<file path="config.mk">
export PLATFORM = sky130hd
export DESIGN_NAME = flash_spi_slave
export DESIGN_NICKNAME = d
export VERILOG_FILES = /design/src/verilog/flash_spi_slave.v
export VERILOG_INCLUDE_DIRS = /design/src /design/src/shared
export SDC_FILE = /design/constraint.sdc
export NUM_CORES = 1
export LEC_CHECK = 0
export CAP_MARGIN = 10
export CORE_AREA = 5 5 323 325
export CTS_CLUSTER_DIAMETER = 100
export DETAILED_ROUTE_END_ITERATION = 16
export DIE_AREA = 0 0 328 330
export DONT_BUFFER_PORTS = 1
export HOLD_SLACK_MARGIN = 0.05
export SLEW_MARGIN = 10
export SYNTH_ARGS = -nofsm -noshare
export SYNTH_HDL_FRONTEND = slang
export SYNTH_HIERARCHICAL = 1
export SYNTH_SLANG_ARGS = --single-unit
</file>
<file path="constraint.sdc">
create_clock -name clk -period 5.7 [get_ports clk]
set_clock_uncertainty 0.2 [all_clocks]
set_input_delay 0.57 -clock clk [delete_from_list [all_inputs] [get_ports clk]]
set_output_delay 0.57 -clock clk [all_outputs]
set_load 0.01 [all_outputs]
</file>
<file path="src/shared/flash_spi_consts.vh">
// Purpose: Shared constants for the serial user flash command slave
// Assumes: Included by bare name from design files
// Notes:   Opcodes, status layout, command encodings and buffer sizes
`ifndef FLASH_SPI_CONSTS_VH
`define FLASH_SPI_CONSTS_VH

// Opcodes
`define OPC_LATCH_SET   8'h06
`define OPC_LATCH_CLR   8'h04
`define OPC_STAT_RD     8'h05
`define OPC_STAT_WR     8'h01
`define OPC_READ        8'h03
`define OPC_WRITE       8'h02
`define OPC_PART_WIPE   8'h20
`define OPC_WHOLE_WIPE  8'h60

// Status byte bit positions
`define ST_BUSY_BIT     0
`define ST_LATCH_BIT    1
`define ST_PROT_LO_BIT  2
`define ST_PROT_HI_BIT  3

// Reset values and the full-protection level
`define PROT_RESET      2'h0
`define LATCH_RESET     1'b0
`define PROT_FULL       2'h3

// Field lengths in bits
`define OPC_BITS        5'h08
`define EXT_FIELD_BITS  5'h10
`define BASE_FIELD_BITS 5'h08
`define STAT_BITS       4'h8

// Commands to the flash engine
`define CMD_NONE        2'h0
`define CMD_PROG        2'h1
`define CMD_SECTOR      2'h2
`define CMD_ALL         2'h3

// Command buffer
`define CMD_WIDTH       27
`define CMD_DEPTH       32
`define CMD_AW          5

`endif

</file>
<file path="src/verilog/flash_spi_slave.v">
// Purpose: Serial command slave giving a master access to user flash
// Assumes: clk 100 MHz; sck, ncs, si are asynchronous pins
// Notes:   Flash cells sit outside; reads via a port, changes via a buffer
`timescale 1ns/100ps
`include "flash_spi_consts.vh"

module cmd_fifo #(
  parameter WIDTH = `CMD_WIDTH,
  parameter DEPTH = `CMD_DEPTH,
  parameter AW    = `CMD_AW
) (
  input  wire             clk,
  input  wire             reset,
  input  wire             in_valid,
  output wire             in_ready,
  input  wire [WIDTH-1:0] in_data,
  output wire             out_valid,
  input  wire             out_ready,
  output wire [WIDTH-1:0] out_data
);
  reg  [WIDTH-1:0] mem [0:DEPTH-1];
  reg  [AW-1:0]    wr_ptr_reg;
  reg  [AW-1:0]    rd_ptr_reg;
  reg  [AW:0]      count_reg;
  wire             push;
  wire             pop;

  assign in_ready  = (count_reg != DEPTH[AW:0]);
  assign out_valid = (count_reg != {(AW+1){1'b0}});
  assign push      = in_valid && in_ready;
  assign pop       = out_valid && out_ready;
  assign out_data  = mem[rd_ptr_reg];

  genvar i;
  generate
    for (i = 0; i < DEPTH; i = i + 1)
    begin : g_entry
      localparam [AW-1:0] IDX = i;
      always @(posedge clk)
      begin
        if (push && (wr_ptr_reg == IDX))
          mem[i] <= in_data;
      end
    end
  endgenerate

  always @(posedge clk or posedge reset)
  begin
    if (reset)
    begin
      wr_ptr_reg <= {AW{1'b0}};
      rd_ptr_reg <= {AW{1'b0}};
      count_reg  <= {(AW+1){1'b0}};
    end
    else
    begin
      if (push)
        wr_ptr_reg <= wr_ptr_reg + 1'b1;
      if (pop)
        rd_ptr_reg <= rd_ptr_reg + 1'b1;
      if (push && !pop)
        count_reg <= count_reg + 1'b1;
      else if (pop && !push)
        count_reg <= count_reg - 1'b1;
    end
  end
endmodule

module flash_spi_slave (
  input  wire        clk,
  input  wire        reset,
  input  wire        sck,
  input  wire        ncs,
  input  wire        si,
  output wire        so,
  output wire        so_oe,
  input  wire        extended_mode,
  input  wire        read_only,
  output wire [8:0]  flash_rd_addr,
  input  wire [15:0] flash_rd_data,
  input  wire        engine_busy,
  output wire        cmd_valid,
  input  wire        cmd_ready,
  output wire [1:0]  cmd_op,
  output wire [8:0]  cmd_addr,
  output wire [15:0] cmd_data,
  output wire        busy_flag,
  output wire [7:0]  status_byte
);
  localparam [6:0] ST_OPC   = 7'h01;
  localparam [6:0] ST_ADDR  = 7'h02;
  localparam [6:0] ST_RDATA = 7'h04;
  localparam [6:0] ST_WDATA = 7'h08;
  localparam [6:0] ST_STAT  = 7'h10;
  localparam [6:0] ST_SWR   = 7'h20;
  localparam [6:0] ST_WAIT  = 7'h40;

  reg  [2:0]  sck_sync_reg;
  reg  [2:0]  ncs_sync_reg;
  reg  [1:0]  si_sync_reg;
  reg  [6:0]  state_reg;
  reg  [4:0]  cnt_reg;
  reg  [15:0] sr_reg;
  reg  [1:0]  cur_op_reg;
  reg  [15:0] osr_reg;
  reg  [3:0]  ocnt_reg;
  reg         so_reg;
  reg         so_oe_reg;
  reg  [8:0]  rd_addr_reg;
  reg         rd_end_reg;
  reg         latch_reg;
  reg  [1:0]  protect_reg;
  reg  [1:0]  arm_op_reg;
  reg  [8:0]  arm_addr_reg;
  reg  [15:0] arm_data_reg;
  reg         arm_swr_reg;
  reg  [1:0]  swr_val_reg;
  reg         pend_valid_reg;
  reg  [26:0] pend_word_reg;
  wire        fifo_in_ready;
  wire [26:0] fifo_out;
  wire        sck_rise;
  wire        sck_fall;
  wire        selected;
  wire        ncs_rise;
  wire        si_bit;
  wire [7:0]  opcode;
  wire [4:0]  field_len;
  wire [8:0]  addr_in;
  wire [15:0] load_word;
  wire [3:0]  load_len;
  wire        busy;

  // Whole-array protection is the only defined level besides none
  function prot_hit;
    input [1:0] bp;
    input [8:0] addr;
    begin
      prot_hit = (bp == `PROT_FULL) && (addr <= 9'h1ff);
    end
  endfunction

  assign sck_rise  = sck_sync_reg[1] && !sck_sync_reg[2];
  assign sck_fall  = !sck_sync_reg[1] && sck_sync_reg[2];
  assign selected  = !ncs_sync_reg[1];
  assign ncs_rise  = ncs_sync_reg[1] && !ncs_sync_reg[2];
  assign si_bit    = si_sync_reg[1];
  assign opcode    = {sr_reg[6:0], si_bit};
  assign field_len = extended_mode ? `EXT_FIELD_BITS : `BASE_FIELD_BITS;
  // Top seven of sixteen bits fall away; Base keeps sector 0 only
  assign addr_in   = extended_mode ? {sr_reg[7:0], si_bit} :
                     {1'b0, sr_reg[6:0], si_bit};
  assign busy      = pend_valid_reg || cmd_valid || engine_busy;
  assign status_byte = {4'h0, protect_reg, latch_reg, busy};
  assign load_word = (state_reg == ST_STAT) ? {status_byte, 8'h00} :
                     extended_mode ? flash_rd_data :
                     {flash_rd_data[7:0], 8'h00};
  assign load_len  = ((state_reg == ST_STAT) || !extended_mode) ?
                     (`STAT_BITS - 4'h1) : 4'hf;
  assign so        = so_reg;
  assign so_oe     = so_oe_reg;
  assign flash_rd_addr = rd_addr_reg;
  assign busy_flag = busy;
  assign cmd_op    = fifo_out[26:25];
  assign cmd_addr  = fifo_out[24:16];
  assign cmd_data  = fifo_out[15:0];

  always @(posedge clk or posedge reset)
  begin
    if (reset)
    begin
      sck_sync_reg <= 3'h0;
      ncs_sync_reg <= 3'h7;
      si_sync_reg  <= 2'h0;
    end
    else
    begin
      sck_sync_reg <= {sck_sync_reg[1:0], sck};
      ncs_sync_reg <= {ncs_sync_reg[1:0], ncs};
      si_sync_reg  <= {si_sync_reg[0], si};
    end
  end

  always @(posedge clk or posedge reset)
  begin
    if (reset)
    begin
      state_reg      <= ST_OPC;
      cnt_reg        <= 5'h00;
      sr_reg         <= 16'h0000;
      cur_op_reg     <= `CMD_NONE;
      osr_reg        <= 16'h0000;
      ocnt_reg       <= 4'h0;
      so_reg         <= 1'b0;
      so_oe_reg      <= 1'b0;
      rd_addr_reg    <= 9'h000;
      rd_end_reg     <= 1'b0;
      latch_reg      <= `LATCH_RESET;
      protect_reg    <= `PROT_RESET;
      arm_op_reg     <= `CMD_NONE;
      arm_addr_reg   <= 9'h000;
      arm_data_reg   <= 16'h0000;
      arm_swr_reg    <= 1'b0;
      swr_val_reg    <= 2'h0;
      pend_valid_reg <= 1'b0;
      pend_word_reg  <= 27'h0000000;
    end
    else
    begin
      // A full buffer holds the command here and keeps busy raised
      if (pend_valid_reg && fifo_in_ready)
        pend_valid_reg <= 1'b0;
      if (!selected)
      begin
        state_reg  <= ST_OPC;
        cnt_reg    <= 5'h00;
        ocnt_reg   <= 4'h0;
        so_oe_reg  <= 1'b0;
        rd_end_reg <= 1'b0;
        if (ncs_rise)
        begin
          if (arm_op_reg != `CMD_NONE)
          begin
            pend_valid_reg <= 1'b1;
            pend_word_reg  <= {arm_op_reg, arm_addr_reg, arm_data_reg};
          end
          if (arm_swr_reg)
            protect_reg <= swr_val_reg;
          arm_op_reg  <= `CMD_NONE;
          arm_swr_reg <= 1'b0;
        end
      end
      else if (sck_rise)
      begin
        case (state_reg)
          ST_OPC:
          begin
            sr_reg  <= {sr_reg[14:0], si_bit};
            cnt_reg <= cnt_reg + 5'h01;
            if (cnt_reg == (`OPC_BITS - 5'h01))
            begin
              cnt_reg   <= 5'h00;
              state_reg <= ST_WAIT;
              case (opcode)
                `OPC_LATCH_SET:
                  if (!busy && !read_only)
                    latch_reg <= 1'b1;
                `OPC_LATCH_CLR:
                  if (!busy && !read_only)
                    latch_reg <= 1'b0;
                `OPC_STAT_RD:
                  if (!read_only)
                    state_reg <= ST_STAT;
                `OPC_STAT_WR:
                  if (!busy && !read_only)
                    state_reg <= ST_SWR;
                `OPC_READ:
                  if (!busy)
                  begin
                    state_reg  <= ST_ADDR;
                    cur_op_reg <= `CMD_NONE;
                  end
                `OPC_WRITE:
                  if (!busy && !read_only)
                  begin
                    state_reg  <= ST_ADDR;
                    cur_op_reg <= `CMD_PROG;
                  end
                `OPC_PART_WIPE:
                  if (!busy && !read_only)
                  begin
                    if (extended_mode)
                    begin
                      state_reg  <= ST_ADDR;
                      cur_op_reg <= `CMD_SECTOR;
                    end
                    else if (latch_reg && !prot_hit(protect_reg, 9'h000))
                    begin
                      arm_op_reg   <= `CMD_SECTOR;
                      arm_addr_reg <= 9'h000;
                    end
                  end
                `OPC_WHOLE_WIPE:
                  if (!busy && !read_only && latch_reg &&
                      (protect_reg == `PROT_RESET))
                  begin
                    arm_op_reg   <= extended_mode ? `CMD_ALL :
                                    `CMD_SECTOR;
                    arm_addr_reg <= 9'h000;
                  end
                default:
                  state_reg <= ST_WAIT;
              endcase
            end
          end
          ST_ADDR:
          begin
            sr_reg  <= {sr_reg[14:0], si_bit};
            cnt_reg <= cnt_reg + 5'h01;
            if (cnt_reg == (field_len - 5'h01))
            begin
              cnt_reg   <= 5'h00;
              state_reg <= ST_WAIT;
              case (cur_op_reg)
                `CMD_NONE:
                begin
                  rd_addr_reg <= addr_in;
                  state_reg   <= ST_RDATA;
                end
                `CMD_PROG:
                  if (latch_reg && !prot_hit(protect_reg, addr_in))
                  begin
                    arm_addr_reg <= addr_in;
                    state_reg    <= ST_WDATA;
                  end
                default:
                  if (latch_reg &&
                      !prot_hit(protect_reg, {addr_in[8], 8'h00}))
                  begin
                    arm_op_reg   <= `CMD_SECTOR;
                    arm_addr_reg <= {addr_in[8], 8'h00};
                  end
              endcase
            end
          end
          ST_WDATA:
          begin
            sr_reg  <= {sr_reg[14:0], si_bit};
            cnt_reg <= cnt_reg + 5'h01;
            if (cnt_reg == (field_len - 5'h01))
            begin
              state_reg    <= ST_WAIT;
              arm_op_reg   <= `CMD_PROG;
              // Unused upper byte left erased in Base mode
              arm_data_reg <= extended_mode ? {sr_reg[14:0], si_bit} :
                              {8'hff, sr_reg[6:0], si_bit};
            end
          end
          ST_SWR:
          begin
            sr_reg  <= {sr_reg[14:0], si_bit};
            cnt_reg <= cnt_reg + 5'h01;
            if (cnt_reg == {1'b0, `STAT_BITS})
            begin
              arm_swr_reg <= 1'b0;
              state_reg   <= ST_WAIT;
            end
            else if (cnt_reg == {1'b0, `STAT_BITS - 4'h1})
            begin
              arm_swr_reg <= 1'b1;
              swr_val_reg <= sr_reg[2:1];
            end
          end
          default:
            state_reg <= state_reg;
        endcase
      end
      else if (sck_fall &&
               ((state_reg == ST_RDATA) || (state_reg == ST_STAT)))
      begin
        if (ocnt_reg == 4'h0)
        begin
          if ((state_reg == ST_RDATA) && rd_end_reg)
            so_oe_reg <= 1'b0;
          else
          begin
            so_reg    <= load_word[15];
            osr_reg   <= {load_word[14:0], 1'b0};
            ocnt_reg  <= load_len;
            so_oe_reg <= 1'b1;
            if (state_reg == ST_RDATA)
            begin
              if (extended_mode)
                rd_addr_reg <= rd_addr_reg + 9'h001;
              else if (rd_addr_reg[7:0] == 8'hff)
                rd_end_reg <= 1'b1;
              else
                rd_addr_reg <= {1'b0, rd_addr_reg[7:0] + 8'h01};
            end
          end
        end
        else
        begin
          so_reg   <= osr_reg[15];
          osr_reg  <= {osr_reg[14:0], 1'b0};
          ocnt_reg <= ocnt_reg - 4'h1;
        end
      end
    end
  end

  cmd_fifo #(
    .WIDTH (`CMD_WIDTH),
    .DEPTH (`CMD_DEPTH),
    .AW    (`CMD_AW)
  ) u_cmd_fifo (
    .clk       (clk),
    .reset     (reset),
    .in_valid  (pend_valid_reg),
    .in_ready  (fifo_in_ready),
    .in_data   (pend_word_reg),
    .out_valid (cmd_valid),
    .out_ready (cmd_ready),
    .out_data  (fifo_out)
  );
endmodule

</file>
# [Word-level counts from Yosys, hierarchy flattened]
# Memory sizes are Yosys's and may differ from the RTL's.
# Cells that the tools add are included.
[classes] add_sub_neg=9 magnitude_cmp=2 eq_ne=90 muxes=262 n_bitwise=3 reduce_logical=138
[op_table] operator="two-way mux 27 bit" count=31
[op_table] operator="OR reduction 27 bit" count=31
[op_table] operator="two-way mux 5 bit" count=36
[op_table] operator="two-way mux 9 bit" count=19
[op_table] operator="two-way mux 1 bit" count=123
[op_table] operator="two-way mux 7 bit" count=13
[op_table] operator="== test 5 bit (second input constant)" count=16
[op_table] operator="two-way mux 16 bit" count=5
[op_table] operator="one-hot mux 9 bit (2 select lines)" count=3
[op_table] operator="logical AND 1 bit" count=49
[op_table] operator="== test 5 x 4 -> 1 bit (second input constant)" count=9
[op_table] operator="!= test 3 bit (second input constant)" count=14
[op_table] operator="one-hot mux 7 bit (5 select lines)" count=1
[op_table] operator="two-way mux 2 bit" count=16
[op_table] operator="one-hot mux 7 bit (4 select lines)" count=1
[op_table] operator="!= test 2 bit (second input constant)" count=13
[op_table] operator="AND reduction 13 bit" count=2
[op_table] operator="nonzero test 2 bit" count=13
[op_table] operator="== test 5 x 3 -> 1 bit (second input constant)" count=5
[op_table] operator="== test 8 x 3 -> 1 bit (second input constant)" count=3
[op_table] operator="two-way mux 4 bit" count=6
[op_table] operator="<= comparator 9 bit (second input constant)" count=2
[op_table] operator="AND reduction 9 bit" count=2
[op_table] operator="== test 8 x 2 -> 1 bit (second input constant)" count=2
[op_table] operator="other kinds (51)" count=89
[word_totals] ff_bits=146 mem_bits_rw=864 in_bits=25 output_inout_bits=48 wordCells=530 n_memories=1
[mem_list] memory="u_cmd_fifo.mem" depth=32 width=27 read_ports=1 rd_ports_with_merged_regs=0 wr=1 line="flash_spi_slave.v:21" rtl="reg [WIDTH-1:0] mem [0:DEPTH-1];"

# [Logic depth before layout (Yosys ltp)]
[logic_depth] ltp_word=37 depth_mapped=11 ltp_nobuf=10

# [Modules after synthesis]
# Netlist, hierarchy kept.
[modules_own_cells] module="cmd_fifo" instances=1 cells_per_inst=1558 area_per_inst_um2=33875.0 seq_area_each_um2=26345.3
[modules_own_cells] module="flash_spi_slave" instances=1 cells_per_inst=619 area_per_inst_um2=6227.2 seq_area_each_um2=3233.1

# [Worst setup path after synthesis]
# Ideal clock, no wire load.
[synth_timing] path_kind="register -> register" from="reg u_cmd_fifo.count_reg[0]" to="reg arm_addr_reg[0]" setup_time_ns=0.142 t_arrival_ns=2.712 required_ns=5.358 path_slack_ns=2.645 path_stages_with_launch=12 path_buffers=2 synth_period_minus_slack_ns=3.055 path_cell_list="dfrtp_1 -> nor4_1 -> and2_1 -> nand2_1 -> or3_1 -> clkbuf_1 -> or2_2 -> nor4_1 -> o211ai_1 -> clkbuf_1 -> nand2_1 -> o21ai_0"
[synth_via] elab_chain_len=9 word_cells_on_any_way=10 classes_between="eq/ne (2); reduce/logical (8)"
[synth_lines] element="from (decl)" line="flash_spi_slave.v:24" rtl="reg [AW:0] count_reg;"
[synth_lines] element="from (signal assigned)" line="flash_spi_slave.v:53" rtl="count_reg <= {(AW+1){1'b0}};"
[synth_lines] element="from (signal assigned)" line="flash_spi_slave.v:62" rtl="count_reg <= count_reg + 1'b1;"
[synth_lines] element="from (signal assigned)" line="flash_spi_slave.v:64" rtl="count_reg <= count_reg - 1'b1;"
[synth_lines] element="nonzero test 6 bit (*)" line="flash_spi_slave.v:29" rtl="assign out_valid = (count_reg != {(AW+1){1'b0}});"
[synth_lines] element="named net cmd_valid" line="flash_spi_slave.v:82" rtl="output wire cmd_valid,"
[synth_lines] element="logical OR 1 bit (*) (2 in a row)" line="flash_spi_slave.v:153" rtl="assign busy = pend_valid_reg || cmd_valid || engine_busy;"
[synth_lines] element="named net busy_flag" line="flash_spi_slave.v:87" rtl="output wire busy_flag,"
[synth_lines] element="zero test 1 bit (*)" line="flash_spi_slave.v:270, flash_spi_slave.v:284"
[synth_lines] element="logical AND 1 bit (*)" line="flash_spi_slave.v:270, flash_spi_slave.v:284"
[synth_lines] element="logical AND 1 bit (2 in a row)" line="flash_spi_slave.v:284" rtl="if (!busy && !read_only && latch_reg &&"
[synth_lines] element="!= test 3 bit (no source line)"
[synth_lines] element="AND reduction 13 bit (no source line) (*)"
[synth_lines] element="to (signal assigned)" line="flash_spi_slave.v:313" rtl="arm_addr_reg <= addr_in;"
[synth_lines] element="to (signal assigned)" line="flash_spi_slave.v:321" rtl="arm_addr_reg <= {addr_in[8], 8'h00};"
[synth_lines] element="to (decl)" line="flash_spi_slave.v:114" rtl="reg [8:0] arm_addr_reg;"
# The timed path passes the listed nets; every way through them passes the cells marked *.
# A chain may end at the register's enable or synchronous reset.

# [Worst setup path in the final report]
[layout_timing] from="reg u_cmd_fifo.rd_ptr_reg[0]" to="out cmd_addr[2]"
[layout_via] elab_chain_len=1
[layout_lines] element="from (decl)" line="flash_spi_slave.v:23" rtl="reg [AW-1:0] rd_ptr_reg;"
[layout_lines] element="from (signal assigned)" line="flash_spi_slave.v:52" rtl="rd_ptr_reg <= {AW{1'b0}};"
[layout_lines] element="from (signal assigned)" line="flash_spi_slave.v:60" rtl="rd_ptr_reg <= rd_ptr_reg + 1'b1;"
[layout_lines] element="memory (32 x 27 bit)"
[layout_lines] element="to (decl)" line="flash_spi_slave.v:85" rtl="output wire [8:0] cmd_addr,"
# No other way between the ends.

==> impl_metrics.json <==
{
  "grt_usage_pct": 18.0,
  "syn2layout_area_growth_pct": 13.1,
  "maxCapViolCount": 0,
  "rows": 117,
  "ctsLongestPathBuffers": 3,
  "drive_gt1_share_pct": 21.8,
  "relSlewSlack_pct": 19.7,
  "syn_avg_cell_area_um2": 18.4,
  "grt_pass1_wl_um": 144000,
  "drt-pass1-iter-count": 6,
  "clk_pin_slew_worst_paths_ns": 0.06,
  "critical_path_class": "register to primary output",
  "setup_ws_ns": 1.27,
  "hold_end": "so",
  "ys_seq_area_share_pct": 73.8,
  "powerDensity_nw_per_um2": 441,
  "vias": 21000,
  "holdWs_ns": 0.128,
  "final-hold-violation-count": 0,
  "p_sw_mw": 6.02,
  "async_reset_ff_share_pct": 14.4,
  "dp_hpwl_um": 55900,
  "hold_start": "flash_rd_data[7]",
  "place.gp.congestion": 0.788,
  "wirelength_um": 97800,
  "reg2regPathDepth": 10,
  "viasPerCell": 5.69,
  "drc": 0,
  "synth_area_um2": 40100,
  "start_util_pct": 39.6,
  "pwr-share-comb_pct": 22.0,
  "antenna_found_initial": 1,
  "irDropWorstVdd_uv": 375,
  "cts_tree": "built",
  "worstSetupEndpointType": "primary output",
  "r2r_end": "arm_addr_reg[3]",
  "yosysTopAreaCell": "edfxtp_1",
  "max_freq_mhz": 226,
  "coreArea_um2": 101000,
  "status": "finished clean",
  "placed_cell_area_um2": 41900,
  "required_ns": 4.93,
  "crit_path_start": "u_cmd_fifo/rd_ptr_reg[0]",
  "yosysWarnings": 6,
  "largest_reg_flops": 864,
  "cts_hold_buffers": 14,
  "timing.setup.tns_ns": 0,
  "netlist-cell-type-count": 75,
  "die_width_um": 328,
  "path_max_fanout": 53,
  "synth.area.top_cells": "edfxtp_1 65%, mux4_2 9.1%, dfrtp_1 8.8%",
  "postCtsSetupRepairBufs": 0,
  "arrival_ns": 3.66,
  "fin_nets": 2273,
  "slew_violations": 0,
  "hold_path_depth": 4,
  "design_area_um2": 45400,
  "rsz0062_at_grt": "false",
  "antenna_left": 0,
  "cp_slowest_stage_delay_ns": 1.02,
  "synth-edff-count": 864,
  "netlist_instances": 2177,
  "pre_cts_slack_ns": 1.94,
  "wl_per_cell_um": 26.5,
  "cts_buffers": 103,
  "synth_seq_cells": 1009,
  "io-pin-count": 73,
  "grt_max_degree": 70,
  "cpMaxStageDelayCell": "dfrtp_4",
  "final_core_util_pct": 44.9,
  "power_frac_seq_pct": 45.5,
  "crit_family": "flip-flops",
  "first_global_vias": 21000,
  "swShare_pct": 30.1,
  "cts.repair.resized": 0,
  "htree_num_levels": 3,
  "start_kind": "register",
  "hold_class": "primary input to register",
  "setup_viol": 0,
  "leakagePower_nw": 15.5,
  "fp.dieArea_um2": 108000,
  "path_cells": "buf_12 -> mux4_2 -> a22o_1 -> a2111oi_2 -> a21oi_1",
  "rr_startpoint": "u_cmd_fifo/count_reg[0]",
  "clockRootBuffer": "clkbuf_16",
  "initialDrtViolationCount": 2167,
  "fin_crit_ns": 4.43,
  "intPower_mw": 14.0,
  "r2r_setup_slack_ns": 2.09,
  "synthFlopType": "edfxtp_1",
  "clk_latency_ns": 0.67,
  "grt_overflow": 0,
  "worst_pin_slew_ns": 1.20,
  "synth_top_area_share_pct": 64.7,
  "port_buffers": 0,
  "dieHeight_um": 330,
  "cts_sinks": 1009,
  "clockPowerShare_pct": 32.5,
  "path_buf_inv": 1,
  "timing.final.crit_share_pct": 77.7
}
## worst max path at each step
stage | end | cells after the start
floorplan | arm_addr_reg[0] | 1
global placement | cmd_addr[2] | 5
detailed placement | cmd_addr[2] | 5
CTS | cmd_addr[2] | 5
global route | cmd_addr[2] | 5
finish | cmd_addr[2] | 5
## cell usage in the layout, fill, tap and decap left out, types with 11 or more instances in the layout
cell | netlist | layout
clkbuf_1 | 66 | 22
nand4_1 | 11 | 11
nor2_1 | 94 | 62
o21ai_0 | 40 | 40
clkbuf_16 | 0 | 105
edfxtp_1 | 864 | 864
dlygate4sd3_1 | 0 | 14
nand2_1 | 73 | 73
mux2_2 | 47 | 47
o221ai_1 | 27 | 27
a21oi_1 | 102 | 102
nand2b_1 | 13 | 13
buf_4 | 21 | 54
inv_1 | 39 | 38
a22oi_1 | 41 | 41
nand3_1 | 17 | 16
clkinv_2 | 0 | 21
a2111oi_2 | 26 | 26
mux2i_1 | 119 | 119
dfrtp_1 | 141 | 137
o22ai_1 | 31 | 31
mux4_2 | 162 | 162
a22o_1 | 29 | 29
nor2_4 | 0 | 23
clkinv_1 | 0 | 22
ha_1 | 17 | 17
## Yosys cell counts, types with 13 or more instances
| cell type | instances |
|---|---|
| inv_1 | 39 |
| a21oi_1 | 102 |
| nor2_1 | 94 |
| mux4_2 | 162 |
| a22oi_1 | 41 |
| o22ai_1 | 31 |
| buf_6 | 13 |
| o21ai_0 | 40 |
| nand3_1 | 17 |
| edfxtp_1 | 864 |
| ha_1 | 17 |
| o221ai_1 | 27 |
| buf_4 | 21 |
| buf_2 | 26 |
| a2111oi_2 | 26 |
| clkbuf_1 | 66 |
| mux2_2 | 47 |
| a22o_1 | 29 |
| mux2i_1 | 119 |
| dfrtp_1 | 141 |
| nand2_1 | 73 |
| nand2b_1 | 13 |
## logic make-up after synthesis
| kind of cell | synth area share [%] |
|---|---|
| adders and majority gates | 0.580 |
| buffers and inverters | 2.11 |
| other | 0.00935 |
| xor gates and xnor gates | 0.328 |
| muxes | 13.4 |
| AOI/OAI and AO/OA | 6.39 |
| and+or+nand+nor | 3.44 |
| DFF | 73.8 |
## metrics by stage
step | total power, mW | std cells
3_5_place_dp | 13.7 | 3479
5_1_grt | 20.9 | 3686
6_report | 20.0 | 3687
2_1_floorplan | 12.3 | 2180
4_1_cts | 20.3 | 3686
3_3_place_gp | 13.6 | 3479
## layer usage
| layer | routed length [um] | track usage [%] |
|---|---|---|
| met1 | 41100 | 24.9 |
| met2 | 48200 | 30.0 |
| met3 | 6440 | 3.28 |
| met4 | 1950 | 3.98 |
| met5 | 0 | 0 |
## tightest hold or removal path, delay by kind of cell
kind | cells | cell delay (ns)
mux | 1 | 0.05
compound gates | 2 | 0.21
simple gates | 1 | 0.09
## layout make-up
type	instances	area (um^2)
fillers	8598	55800
flip-flops and latches	1009	29600
multi-input cells	1002	9920
clock buffers	133	2790
well taps	1368	1710
repair buffers	75	686
clock inverters	60	514
inverters	39	151
diodes	1	2.50
## power by group through the flow
stage          Clock [mW]  Combinational (mW)  Sequential, mW
6_report             6.50                4.41            9.12
4_1_cts              6.66                4.48            9.13
5_1_grt              6.97                4.73            9.19
3_3_place_gp            0                4.41            9.24
2_1_floorplan           0                3.44            8.81
3_5_place_dp            0                4.46            9.28
(Power assumes the default switching activity.)
